==> src/rtl/art_pkg.sv <==
// Package for the auto-reload timer: register map, field positions and reset values.
// Assumes a 32-bit AXI4-Lite register bus with one register per aligned word.
package art_pkg;

    // Printed offsets are not all multiples of four, so they are register indices.
    localparam logic [7:0]  CTRL_IDX        = 8'hC4;
    localparam logic [7:0]  RELOAD_LO_IDX   = 8'hC5;
    localparam logic [7:0]  RELOAD_HI_IDX   = 8'hC6;
    localparam logic [7:0]  IRQ_EN_IDX      = 8'hC7;
    localparam logic [7:0]  STATUS_IDX      = 8'hC8;
    localparam logic [11:0] CTRL_ADDR       = {2'h0, CTRL_IDX, 2'h0};
    localparam logic [11:0] RELOAD_LO_ADDR  = {2'h0, RELOAD_LO_IDX, 2'h0};
    localparam logic [11:0] RELOAD_HI_ADDR  = {2'h0, RELOAD_HI_IDX, 2'h0};
    localparam logic [11:0] IRQ_EN_ADDR     = {2'h0, IRQ_EN_IDX, 2'h0};
    localparam logic [11:0] STATUS_ADDR     = {2'h0, STATUS_IDX, 2'h0};

    localparam int          PS_LSB          = 0;
    localparam int          PS_MSB          = 2;
    localparam int          RUN_BIT         = 3;
    localparam int          OVF_BIT         = 4;
    localparam int          BAUD_SEL_BIT    = 5;
    localparam int          SMOD0_BIT       = 6;
    localparam int          SMOD_BIT        = 7;
    localparam int          IRQ_EN_BIT      = 1;

    localparam logic [7:0]  CTRL_RST        = 8'h00;
    localparam logic [7:0]  RELOAD_RST      = 8'h00;
    localparam logic [7:0]  IRQ_EN_RST      = 8'h00;
    localparam logic [15:0] COUNT_RST       = 16'h0000;
    localparam logic [15:0] COUNT_MAX       = 16'hFFFF;
    localparam logic [6:0]  PRESC_RST       = 7'h00;

    localparam logic [1:0]  RESP_OKAY       = 2'h0;
    localparam logic [1:0]  RESP_SLVERR     = 2'h2;

    typedef struct packed {
        logic       smod;
        logic       smod0;
        logic       baud_clock_select;
        logic       overflow_flag;
        logic       run_control_bit;
        logic [2:0] prescale_select;
    } art_ctrl_type;

endpackage

==> src/rtl/art_timer.sv <==
// Auto-reload 16-bit up-counting timer with an AXI4-Lite register slave.
// Assumes one clock, an asynchronous active-low reset and a CPU that pulses irq_ack_i on service entry.
// Summary of operation
// RULE1 - Single 16-bit up counter, auto reload only.
// RULE2 - Prescale field bits 2:0 divide 1 to 128.
// RULE3 - Run bit 3 halts or advances counter.
// RULE4 - Roll-over from FFFF sets flag, reloads.
// RULE5 - Reload copies high and low bytes in.
// RULE6 - Flag with enable bit requests interrupt.
// RULE7 - Interrupt entry clears overflow flag automatically.
// RULE8 - Software may set or clear overflow flag.
// RULE9 - Software writes reload bytes only while halted.
// RULE10 - Overflow offered as serial baud clock source.
// RULE11 - Reload bytes are reset-zero read-write registers.
// RULE12 - Reset clears counter, prescaler, run, flag.
// RULE13 - Prescaler divides system clock, runs only running.
`timescale 1ns/1ns
module art_timer (
    input  wire logic        clk_i,
    input  wire logic        rst_n_i,
    input  wire logic [11:0] s_axi_awaddr_i,
    input  wire logic        s_axi_awvalid_i,
    output logic             s_axi_awready_o,
    input  wire logic [31:0] s_axi_wdata_i,
    input  wire logic [3:0]  s_axi_wstrb_i,
    input  wire logic        s_axi_wvalid_i,
    output logic             s_axi_wready_o,
    output logic [1:0]       s_axi_bresp_o,
    output logic             s_axi_bvalid_o,
    input  wire logic        s_axi_bready_i,
    input  wire logic [11:0] s_axi_araddr_i,
    input  wire logic        s_axi_arvalid_i,
    output logic             s_axi_arready_o,
    output logic [31:0]      s_axi_rdata_o,
    output logic [1:0]       s_axi_rresp_o,
    output logic             s_axi_rvalid_o,
    input  wire logic        s_axi_rready_i,
    input  wire logic        irq_ack_i,
    output logic             irq_o,
    output logic             baud_tick_o,
    output logic             baud_sel_o
);

    art_pkg::art_ctrl_type ctrl_ff;
    logic [7:0]            reload_lo_ff;
    logic [7:0]            reload_hi_ff;
    logic [7:0]            irq_en_ff;
    logic [15:0]           count_ff;
    logic [15:0]           nxt_count;
    logic [6:0]            presc_ff;
    logic [7:0]            tick_by_code;
    logic                  tick;
    art_pkg::art_ctrl_type nxt_ctrl;
    logic                  wr_ctrl;
    logic                  wr_lo;
    logic                  wr_hi;
    logic                  wr_irq_en;
    logic                  overflow;
    logic [11:0]           awaddr_ff;
    logic                  aw_have_ff;
    logic [31:0]           wdata_ff;
    logic [3:0]            wstrb_ff;
    logic                  w_have_ff;
    logic                  wr_fire;
    logic                  wr_ok;
    logic [31:0]           rd_word;
    logic                  rd_ok;

    // Write address and data are latched separately, in either order.
    assign s_axi_awready_o = !aw_have_ff && !s_axi_bvalid_o;
    assign s_axi_wready_o  = !w_have_ff && !s_axi_bvalid_o;
    assign wr_fire         = aw_have_ff && w_have_ff && !s_axi_bvalid_o;

    // Write decode: one strobe per writable register, raised only in the cycle the buffered write fires.
    always_comb begin
        wr_ok     = 1'b1;
        wr_ctrl   = 1'b0;
        wr_lo     = 1'b0;
        wr_hi     = 1'b0;
        wr_irq_en = 1'b0;
        case (awaddr_ff)
            art_pkg::CTRL_ADDR: begin
                wr_ctrl = wr_fire && wstrb_ff[0];
            end
            art_pkg::RELOAD_LO_ADDR: begin
                wr_lo = wr_fire && wstrb_ff[0];
            end
            art_pkg::RELOAD_HI_ADDR: begin
                wr_hi = wr_fire && wstrb_ff[0];
            end
            art_pkg::IRQ_EN_ADDR: begin
                wr_irq_en = wr_fire && wstrb_ff[0];
            end
            // The count is read-only; a write to it is acknowledged and dropped.
            art_pkg::STATUS_ADDR: begin
                wr_ok = 1'b1;
            end
            default: begin
                wr_ok = 1'b0;
            end
        endcase
    end

    always_ff @(posedge clk_i or negedge rst_n_i) begin
        if (!rst_n_i) begin
            aw_have_ff <= 1'b0;
            awaddr_ff  <= 12'h000;
        end else if (s_axi_awvalid_i && s_axi_awready_o) begin
            aw_have_ff <= 1'b1;
            awaddr_ff  <= s_axi_awaddr_i;
        end else if (wr_fire) begin
            aw_have_ff <= 1'b0;
        end
    end

    always_ff @(posedge clk_i or negedge rst_n_i) begin
        if (!rst_n_i) begin
            w_have_ff <= 1'b0;
            wdata_ff  <= 32'h0000_0000;
            wstrb_ff  <= 4'h0;
        end else if (s_axi_wvalid_i && s_axi_wready_o) begin
            w_have_ff <= 1'b1;
            wdata_ff  <= s_axi_wdata_i;
            wstrb_ff  <= s_axi_wstrb_i;
        end else if (wr_fire) begin
            w_have_ff <= 1'b0;
        end
    end

    always_ff @(posedge clk_i or negedge rst_n_i) begin
        if (!rst_n_i) begin
            s_axi_bvalid_o <= 1'b0;
            s_axi_bresp_o  <= art_pkg::RESP_OKAY;
        end else if (wr_fire) begin
            s_axi_bvalid_o <= 1'b1;
            s_axi_bresp_o  <= wr_ok ? art_pkg::RESP_OKAY : art_pkg::RESP_SLVERR;
        end else if (s_axi_bready_i) begin
            s_axi_bvalid_o <= 1'b0;
        end
    end

    // Prescaler: code n ticks when the low n divider bits are all ones, once every 2^n run cycles.
    assign tick_by_code[0] = 1'b1;
    for (genvar n = 1; n < 8; n++) begin : g_tick
        assign tick_by_code[n] = &presc_ff[n-1:0];
    end
    assign tick = tick_by_code[ctrl_ff.prescale_select]; // [RULE2]

    always_ff @(posedge clk_i or negedge rst_n_i) begin
        if (!rst_n_i) begin
            presc_ff <= art_pkg::PRESC_RST; // [RULE12]
        end else if (ctrl_ff.run_control_bit) begin
            presc_ff <= presc_ff + 7'h01; // [RULE13]
        end
    end

    assign overflow = ctrl_ff.run_control_bit && tick && (count_ff == art_pkg::COUNT_MAX); // [RULE4]

    always_comb begin
        nxt_count = count_ff;
        if (overflow) begin
            nxt_count = {reload_hi_ff, reload_lo_ff}; // [RULE5]
        end else if (ctrl_ff.run_control_bit && tick) begin
            nxt_count = count_ff + 16'h0001; // [RULE1] [RULE3]
        end
    end

    always_ff @(posedge clk_i or negedge rst_n_i) begin
        if (!rst_n_i) begin
            count_ff <= art_pkg::COUNT_RST; // [RULE12]
        end else begin
            count_ff <= nxt_count;
        end
    end

    // Next control value: software write, then interrupt entry, then hardware overflow.
    // Taking the overflow last means an overflow in the same cycle as any clear still sets the flag.
    always_comb begin
        nxt_ctrl = ctrl_ff;
        if (wr_ctrl) begin
            nxt_ctrl = art_pkg::art_ctrl_type'(wdata_ff[7:0]); // [RULE8]
        end else if (irq_ack_i) begin
            nxt_ctrl.overflow_flag = 1'b0; // [RULE7]
        end
        if (overflow) begin
            nxt_ctrl.overflow_flag = 1'b1; // [RULE4]
        end
    end

    always_ff @(posedge clk_i or negedge rst_n_i) begin
        if (!rst_n_i) begin
            ctrl_ff <= art_pkg::CTRL_RST; // [RULE12]
        end else begin
            ctrl_ff <= nxt_ctrl;
        end
    end

    // Writes while running are accepted as written; software must halt first.
    always_ff @(posedge clk_i or negedge rst_n_i) begin
        if (!rst_n_i) begin
            reload_lo_ff <= art_pkg::RELOAD_RST;
        end else if (wr_lo) begin
            reload_lo_ff <= wdata_ff[7:0]; // [RULE11] [RULE9]
        end
    end

    always_ff @(posedge clk_i or negedge rst_n_i) begin
        if (!rst_n_i) begin
            reload_hi_ff <= art_pkg::RELOAD_RST;
        end else if (wr_hi) begin
            reload_hi_ff <= wdata_ff[7:0]; // [RULE11]
        end
    end

    always_ff @(posedge clk_i or negedge rst_n_i) begin
        if (!rst_n_i) begin
            irq_en_ff <= art_pkg::IRQ_EN_RST;
        end else if (wr_irq_en) begin
            irq_en_ff <= wdata_ff[7:0];
        end
    end

    // The request follows the flag one cycle later while the enable bit is set.
    always_ff @(posedge clk_i or negedge rst_n_i) begin
        if (!rst_n_i) begin
            irq_o <= 1'b0;
        end else begin
            irq_o <= ctrl_ff.overflow_flag && irq_en_ff[art_pkg::IRQ_EN_BIT]; // [RULE6]
        end
    end

    // One pulse per overflow; the serial ports may use it as their baud clock.
    always_ff @(posedge clk_i or negedge rst_n_i) begin
        if (!rst_n_i) begin
            baud_tick_o <= 1'b0;
        end else begin
            baud_tick_o <= overflow; // [RULE10]
        end
    end

    always_ff @(posedge clk_i or negedge rst_n_i) begin
        if (!rst_n_i) begin
            baud_sel_o <= 1'b0;
        end else begin
            baud_sel_o <= ctrl_ff.baud_clock_select; // [RULE10]
        end
    end

    // Read decode: the word is captured with the address, so it stands while rvalid is high.
    // Unmapped addresses answer with an error and a zero word.
    always_comb begin
        rd_ok   = 1'b1;
        rd_word = 32'h0000_0000;
        case (s_axi_araddr_i)
            art_pkg::CTRL_ADDR:      rd_word = {24'h000000, ctrl_ff};
            art_pkg::RELOAD_LO_ADDR: rd_word = {24'h000000, reload_lo_ff};
            art_pkg::RELOAD_HI_ADDR: rd_word = {24'h000000, reload_hi_ff};
            art_pkg::IRQ_EN_ADDR:    rd_word = {24'h000000, irq_en_ff};
            art_pkg::STATUS_ADDR:    rd_word = {16'h0000, count_ff};
            default:                 rd_ok   = 1'b0;
        endcase
    end

    // Only one read may be outstanding; a new address waits until the data is taken.
    assign s_axi_arready_o = !s_axi_rvalid_o;

    always_ff @(posedge clk_i or negedge rst_n_i) begin
        if (!rst_n_i) begin
            s_axi_rvalid_o <= 1'b0;
            s_axi_rdata_o  <= 32'h0000_0000;
            s_axi_rresp_o  <= art_pkg::RESP_OKAY;
        end else if (s_axi_arvalid_i && s_axi_arready_o) begin
            s_axi_rvalid_o <= 1'b1;
            s_axi_rdata_o  <= rd_word;
            s_axi_rresp_o  <= rd_ok ? art_pkg::RESP_OKAY : art_pkg::RESP_SLVERR;
        end else if (s_axi_rready_i) begin
            s_axi_rvalid_o <= 1'b0;
        end
    end

endmodule

==> config.mk <==
export PLATFORM = sky130hd
export DESIGN_NAME = art_timer
export DESIGN_NICKNAME = d
export VERILOG_FILES = /design/src/rtl/art_pkg.sv /design/src/rtl/art_timer.sv
export SDC_FILE = /design/constraint.sdc
export NUM_CORES = 1
export LEC_CHECK = 0
export ABC_AREA = 1
export ABC_CLOCK_PERIOD_IN_PS = 1800
export BUFFER_PORTS_ARGS = -buffer_cell sky130_fd_sc_hd__buf_2
export CAP_MARGIN = 20
export CORE_UTILIZATION = 50
export CTS_CLUSTER_SIZE = 10
export DETAILED_ROUTE_END_ITERATION = 12
export MAX_ROUTING_LAYER = met4
export PLACE_DENSITY = 0.77
export SKIP_CTS_REPAIR_TIMING = 1
export SLEW_MARGIN = 25
export SYNTH_ARGS = -nofsm -noshare
export SYNTH_HDL_FRONTEND = slang
export SYNTH_SLANG_ARGS = --single-unit
==> constraint.sdc <==
create_clock -name clk_i -period 1.8 [get_ports clk_i]
set_input_delay 0.18 -clock clk_i [delete_from_list [all_inputs] [get_ports clk_i]]
set_output_delay 0.18 -clock clk_i [all_outputs]
set_load 0.03 [all_outputs]
; Word-level counts from Yosys, hierarchy flattened
; Index checks and enable logic that the tools add are counted.
[word_totals]
reg_bits = 119
word_cells = 90
[classes]
addsub = 2
order_cmp = 1
n_eq_ne = 11
n_mux = 23
n_reduce_logical = 29
[op_table]
columns = cell, n
row1 = "== test 12 x 10 -> 1 bit, second input constant", 10
row2 = case mux 16 bit (5 select lines), 1
row3 = two-way mux 16 bit, 2
row4 = two-way mux 1 bit, 17
row5 = "adder 16 x 1 -> 16 bit, second input constant", 1
row6 = "== test 16 bit, second input constant", 1
row7 = logical AND 1 bit, 11
row8 = nonzero test 2 bit, 5
row9 = OR reduction 5 bit, 2
row10 = "adder 7 x 1 -> 7 bit, second input constant", 1
row11 = AND reduction 7 bit, 1
row12 = AND reduction 6 bit, 1
row13 = AND reduction 5 bit, 1
row14 = logical NOT 1 bit, 4
row15 = "less-than comparator 3 x 4 -> 1 bit, second input constant", 1
row16 = two-way mux 2 bit, 2
row17 = AND reduction 4 bit, 1
row18 = binary-select mux 1 bit (select 3 bit), 1
row19 = AND reduction 3 bit, 1
row20 = nonzero test 3 bit, 1
row21 = AND reduction 2 bit, 1

; Logic depth before layout (Yosys ltp)
; Gate-level depths: netlist (run 1).
[depth]
word_depth = 6
mapped_depth = 13

; Worst setup path before layout (run 1)
; Ideal clock, no wire load.
[synth_timing]
path_type = register to register
start = reg s_axi_bvalid_o
end = reg awaddr_ff[1]
t_arrival_ns = 1.714
slack_ns = -0.047
path_stages_with_launch = 6
period_less_slack_ns = 1.847
cell_sequence = dfrtp_1 -> nor2_1 -> nand2_1 -> clkbuf_1 -> nor2_1 -> a21oi_1
[synth_between]
elab_chain_len = 3
[synth_rtl]
columns = item, line
row1 = from (decl), art_timer.sv:29  ; output logic s_axi_bvalid_o,
row2 = from (signal assigned), art_timer.sv:132  ; s_axi_bvalid_o <= 1'b0;
row3 = from (signal assigned), art_timer.sv:135  ; s_axi_bvalid_o <= 1'b1;
row4 = from (signal assigned), art_timer.sv:138  ; s_axi_bvalid_o <= 1'b0;
row5 = logical NOT 1 bit, art_timer.sv:70  ; assign s_axi_awready_o = !aw_have_ff && !s_axi_bvalid_o;
row6 = logical AND 1 bit, art_timer.sv:70
row7 = net s_axi_awready_o, art_timer.sv:23  ; output logic s_axi_awready_o,
row8 = logical AND 1 bit, art_timer.sv:108  ; end else if (s_axi_awvalid_i && s_axi_awready_o) begin
row9 = to (signal assigned), art_timer.sv:110  ; awaddr_ff <= s_axi_awaddr_i;
row10 = to (decl), art_timer.sv:59  ; logic [11:0] awaddr_ff;
; The timed path passes the listed nets, and every way through them passes these cells.
; A chain may end at the register's enable or synchronous reset.

; Final worst setup path (run 1)
[layout_timing]
start = reg presc_ff[1]
end = reg count_ff[15]
[layout_between]
elab_chain_len = 6
elab_cells_between_ends = 12
cone_classes = 3 x mux / 9 x reduce/logical
[layout_rtl]
columns = item, line
row1 = from (decl), art_timer.sv:50  ; logic [6:0] presc_ff;
row2 = from (signal assigned), art_timer.sv:151  ; presc_ff <= art_pkg::PRESC_RST;
row3 = from (signal assigned), art_timer.sv:153  ; presc_ff <= presc_ff + 7'h01;
row4 = "AND reduction 7 bit, or another cell as far along", art_timer.sv:145  ; assign tick_by_code[n] = &presc_ff[n-1:0];
row5 = binary-select mux 1 bit (select 3 bit) *, art_timer.sv:147  ; assign tick = tick_by_code[ctrl_ff.prescale_select];
row6 = two-way mux 1 bit (not written as such) *, art_timer.sv:147
row7 = logical AND 1 bit *, "art_timer.sv:157, art_timer.sv:163"
row8 = logical AND 1 bit, art_timer.sv:157  ; assign overflow = ctrl_ff.run_control_bit && tick && (count_ff == art_pkg::COUNT_MAX);
row9 = two-way mux 16 bit / nonzero test 2 bit (equally long branches), -
row10 = to (signal assigned), art_timer.sv:170  ; count_ff <= art_pkg::COUNT_RST;
row11 = to (signal assigned), art_timer.sv:172  ; count_ff <= nxt_count;
row12 = to (decl), art_timer.sv:48  ; logic [15:0] count_ff;
; Every way passes the cells marked *; elsewhere a longest branch is shown, timed or not. The select of a mux whose other input is x is not followed.

==> flow_summary.yaml, run 1 <==
synthesis:
  synth_edf_count: 0
  netlist.area_leader.share_pct: 48.38
  synth_common_cells: "143 x nand2_1, 101 x dfrtp_1, 74 x nor2_1"
  netlist_instances: 635
  async_flop_share_pct: 100.0
  synth.area.top_cells: "dfrtp_1 48%, nand2_1 10%, nand3_1 6.1%"
  synth_area_mm2: 0.005224
  yosys.cell_count.top_type: "nand2_1"
  netlist.top_cell.by_area: "dfrtp_1"
  netlist-cell-type-count: 41
  synth_warnings: 0
  seq_area_frac_synth_pct: 48.38
  ys.flop_type: "dfrtp_1"
  ys_seq_elements: 101
  synth_area_per_cell_um2: 8.226
clock_tree:
  cts_sinks: 101
  cts_root_buffer: "clkbuf_8"
  cts-htree-levels: 3
  cts_tree: "built"
  clkLatencyLatePin_ns: 0.39
  clkTransAtPathRegs_ns: 0.10
  cts.path.max_buffers: 2
  numCtsBuffers: 9
global_routing:
  grt.busiest_layer: "met2"
  grt_pass1_wl_um: 19640
  grt_usage_pct: 23.49
  grtUsageMet3_pct: 4.010
  grt_pass1_vias: 4181
  grt_overflow: 0
  antenna_found_initial: 0
  grt_max_degree: 42
  met1_usage_pct: 29.23
  gr-usage-met2_pct: 37.29
timing:
  tightest_slew_ns: 0.5929
  setup_viol: 11
  fin_crit_sh_pct: 102.6
  clock.fmax_ghz: 0.5417
  rsz0062_at_grt: "true"
  tns_ns: -0.2690
  min_period_ns: 1.846
  slew_viol_final: 0
  hold_ws_ns: 0.002713
  finClkSkew_ns: 0.01620
  setup_ws_ns: -0.04613
  finalHoldViolations: 0
  slew_headroom_pct: 60.23
final_layout:
  drive_gt1_share_pct: 22.22
  antenna_cells: 0
  layout.nets: 797
  post-route-cell-area_mm2: 0.006048
  finalNonFillerCells: 862
  multiInputGateArea_mm2: 0.002297
  syn2layout_area_growth_pct: 15.78
  n_fill_cell: 873
  seqCellArea_mm2: 0.002527
drt:
  drc_errors: 0
  vias_per_cell: 5.219
  drtIter0Drc: 301
  wire_per_inst_um: 13.78
  ant_nets: 0
  dr.pass1.iters: 5
  num_vias: 4499
  wl_um: 11880
pwr:
  vdd_ir_drop_max_v: 0.0008819
  leakagePower_nw: 2.998
  powerDensity_mw_per_mm2: 889.6
  finalPower_mw: 5.380
worst_setup_path:
  end_kind: "flop"
  required_ns: 2.08
  arrival_ns: 2.13
  critPathLaunchType: "flop"
  cp_max_fo: 6
  path_class: "flop to flop"
outcome:
  status: "finished with violations"
  violations: "negative setup slack"
die:
  start_util_pct: 52.48
  rows: 36
  dieHeight_um: 104.2
  die_w_um: 104.2
  die-area_mm2: 0.01086
  ios: 112
  core_mm2: 0.009955
place:
  gp_congestion: 0.8914
  dp.cells: 843
  portBuffers: 66
  hpwl_um: 8729
  placed_cell_area_mm2: 0.005769
worst_hold_path:
  min_path_type: "input port to flop"
run:
  maxCapViolations: 0
## power by group
group          internal, mW  switching, mW
sequential             2.59          0.165
clock                 0.524          0.855
combinational         0.377          0.869
total                  3.49           1.89
## final timing paths
path | start | end | slack [ns] | cells after the start
worst max-delay path | presc_ff[1] | count_ff[15] | -0.05 | 12
worst min-delay path | s_axi_rready_i | s_axi_rvalid_o | 0.003 | 2
worst max register to register | presc_ff[1] | count_ff[15] | -0.05 | 12
worst min register to register | ctrl_ff[5] | baud_sel_o | 0.43 | 0
max in group asynchronous | rst_n_i | irq_en_ff[2] | 0.87 | 3
min in group asynchronous | rst_n_i | s_axi_rvalid_o | 0.33 | 2
## worst max-delay path: stages (launching register included)
cell and delay, ns:
dfrtp_1 0.40, ha_2 0.21, nand3_2 0.10, inv_2 0.06
ha_4 0.15, nand3b_1 0.19, nand3_2 0.10, nand2_2 0.08
nand2_4 0.16, buf_12 0.13, o21ai_0 0.07, nand2_1 0.07
inv_1 0.03
## state kept, by name, summed over array words and instances (netlist names)
name and count:
irq_en_ff 8, aw_have_ff 1, presc_ff 7, s_axi_rvalid_o 1, irq_o 1, s_axi_rdata_o 16
s_axi_bvalid_o 1, w_have_ff 1, reload_lo_ff 8, baud_tick_o 1, count_ff 16, wdata_ff 8
s_axi_bresp_o 1, awaddr_ff 12, wstrb_ff 1, ctrl_ff 8, baud_sel_o 1, reload_hi_ff 8
s_axi_rresp_o 1
## logic make-up (layout without fill, tap and decap cells)
kind of cell / after synthesis / after routing / share of synthesized area [%]
and+or+nand+nor: 332 / 332 / 28.86
other: 1 / 18 / 0.07179
buffers and inverters: 104 / 181 / 10.01
muxes: 7 / 7 / 1.509
AOI/OAI and AO/OA: 77 / 77 / 8.695
adders and majority gates: 4 / 4 / 0.9581
DFF: 101 / 101 / 48.38
xor gates and xnor gates: 9 / 9 / 1.509
## metal layers
| layer | wire [um] | vias to the layer above |
|---|---|---|
| met3 | 657 | 28 |
| met2 | 5713 | 159 |
| li1 | - | 2207 |
| met1 | 5109 | 2105 |
| met5 | 0 | - |
| met4 | 399 | 0 |
## stage by stage
step / setup WS [ns] / utilization, %
after CTS: -0.09738 / 59.77
after floorplan: 0.007142 / -
after global routing: -0.1637 / 60.76
final: -0.04613 / 60.76
after global placement: 0.007593 / 57.96
after detailed placement: -0.04449 / 57.96
## cell usage in the layout, fill, tap and decap left out, types with 6 or more instances in the layout
| cell type | instances |
|---|---|
| mux2_2 | 7 |
| nand3_1 | 61 |
| conb_1 | 18 |
| a21oi_1 | 15 |
| dfrtp_1 | 101 |
| nand3_2 | 6 |
| o21ai_0 | 30 |
| buf_4 | 25 |
| buf_2 | 65 |
| clkbuf_8 | 9 |
| nand2_1 | 140 |
| nand4_1 | 23 |
| o21ai_1 | 11 |
| nor2_1 | 73 |
| inv_1 | 61 |
| o31ai_1 | 7 |
| nor2_2 | 10 |
| nand2_2 | 6 |
| o21ai_2 | 7 |
| xor2_1 | 8 |
## final cells by class
| cell class | instances | area share (%) |
|---|---|---|
| clock buffers | 9 | 2.048 |
| inverters | 70 | 4.510 |
| multi-input cells | 447 | 37.98 |
| well taps | 133 | 2.751 |
| clock inverters | 6 | 0.9309 |
| repair buffers | 96 | 9.992 |
| flip-flops and latches | 101 | 41.79 |
Note: power is estimated with default switching activity, not from simulation.
==> run 2, diff against run 1 <==
CELL_PAD_IN_SITES_DETAIL_PLACEMENT = 1   (was default)
CELL_PAD_IN_SITES_GLOBAL_PLACEMENT = 2   (was default)
CORE_UTILIZATION = 29   (was 50)
PLACE_DENSITY = default   (was 0.77)
PLACE_DENSITY_LB_ADDON = 0.1   (was default)
==> run 2 against run 1 <==
  * The run now ends clean
  * Clock power rose by 36%
  * Flip-flop and latch count unchanged
  * Die area rose by 71%
  * Final cell count grew 12%
  * Worst setup slack gained 0.11 ns
  * Critical path type unchanged
  * Largest cell class unchanged
==> flow_summary.yaml, run 2 (synthesized netlist as in run 1, its figures left out) <==
global_routing:
  grt_overflow: 0
  grt_pass1_wl_um: 25430
  grt_max_degree: 43
  grt_pass1_vias: 4673
  grt_usage_pct: 18.49
  antenna_found_initial: 0
drt:
  ant_nets: 0
  drc_errors: 0
  wire_per_inst_um: 15.79
  num_vias: 4478
  drtIter0Drc: 123
  dr.pass1.iters: 4
  wl_um: 15220
  vias_per_cell: 4.645
timing:
  clock.fmax_ghz: 0.5770
  setup_viol: 0
  tns_ns: 0
  min_period_ns: 1.733
  finClkSkew_ns: 0.007691
  rsz0062_at_grt: "true"
  slew_viol_final: 0
  tightest_slew_ns: 0.6151
  finalHoldViolations: 0
  fin_crit_sh_pct: 96.28
  slew_headroom_pct: 58.89
final_layout:
  drive_gt1_share_pct: 23.27
  syn2layout_area_growth_pct: 21.80
  top_regs: "count_ff x16, s_axi_rdata_o x16, awaddr_ff x12"
  antenna_cells: 0
  mostFrequentLayoutCell: "nand2_1"
  post-route-cell-area_mm2: 0.006362
  layout.nets: 806
  mostFrequentLayoutCells: "139 x nand2_1, 100 x dfrtp_1, 73 x nor2_1, 65 x buf_2"
run:
  maxCapViolations: 0
worst_setup_path:
  r2r-start: "presc_ff[1]"
  r2r_cells: 12
  critPathLaunchType: "flop"
  cp_max_fo: 5
  end_kind: "flop"
  arrival_ns: 1.97
  r2r_end: "count_ff[12]"
  required_ns: 2.04
  r2r_setup_slack_ns: 0.07
  path_class: "flop to flop"
die:
  die_w_um: 136.2
  core_mm2: 0.01742
  start_util_pct: 29.99
  rows: 48
  die-area_mm2: 0.01855
  dieHeight_um: 136.2
  ios: 112
clock_tree:
  cts_tree: "built"
  clkLatencyLatePin_ns: 0.35
  cts_root_buffer: "clkbuf_16"
  numCtsBuffers: 9
  cts_sinks: 101
  cts.path.max_buffers: 2
  clkTransAtPathRegs_ns: 0.07
  cts-htree-levels: 3
place:
  placed_cell_area_mm2: 0.005964
  hpwl_um: 11680
  portBuffers: 66
  gp_congestion: 0.8326
pwr:
  powerDensity_mw_per_mm2: 929.8
  leakagePower_nw: 3.128
  finalPower_mw: 5.916
  vdd_ir_drop_max_v: 0.0006011
worst_hold_path:
  holdCritStartpoint: "s_axi_bready_i"
  whs_endpoint: "s_axi_bvalid_o"
  min_path_type: "input port to flop"
  hold_path_depth: 2
outcome:
  status: "finished, final reports clean"
## run 2: layout make-up
class / count / area (um2)
Inverter: 70 / 277.8
Tap cell: 225 / 281.5
Fill cell: 2129 / 11050
Multi-Input combinational cell: 447 / 2303
Timing Repair Buffer: 105 / 695.7
Sequential cell: 101 / 2529
Clock buffer: 10 / 229.0
Clock inverter: 6 / 46.29
## run 2: how the worst max path moves through the flow
stage / from / endpoint / slack (ns) / depth (start not counted)
after detailed placement: presc_ff[0] / count_ff[12] / -0.07 / 12
after global placement: presc_ff[0] / count_ff[12] / -0.01 / 12
after global routing: presc_ff[1] / count_ff[15] / -0.07 / 12
after CTS: presc_ff[0] / count_ff[12] / -0.07 / 12
final: presc_ff[1] / count_ff[12] / 0.07 / 12
after floorplan: presc_ff[0] / count_ff[5] / 0.007 / 12
## run 2: layer usage
metal,global-route usage [%],routed length (um)
met2,29.44,7174
met5,-,0
met1,24.18,7320
met4,6.358,261
met3,2.312,460
## run 2: worst max-delay path: stages, from the launching register on
cell,delay [ns]
dfrtp_1,0.41
ha_4,0.18
nand3_2,0.08
inv_2,0.04
ha_1,0.15
nand3b_1,0.16
nand3_2,0.09
nand2_4,0.07
nand2_8,0.13
buf_12,0.13
nor2_4,0.03
nand2_1,0.05
nand3_1,0.08
## run 2: power breakdown
| part | internal, mW | total, mW | switching [mW] |
|---|---|---|---|
| combinational | 0.382 | 1.29 | 0.905 |
| sequential | 2.59 | 2.75 | 0.162 |
| clock | 0.950 | 1.87 | 0.925 |
## run 2: metrics by stage
| stage | utilization [%] | setup WS, ns | std cells | hold WS (ns) |
|---|---|---|---|---|
| finish | 36.53 | 0.06699 | 964 | 0.006419 |
| global route | 36.53 | -0.07310 | 964 | 0.01519 |
| CTS | 35.83 | -0.06948 | 960 | -0.2273 |
| detailed placement | 34.25 | -0.07101 | 944 | 0.1534 |
| global placement | 34.25 | -0.01311 | 944 | 0.1502 |
| floorplan | - | 0.007142 | 652 | -0.1156 |
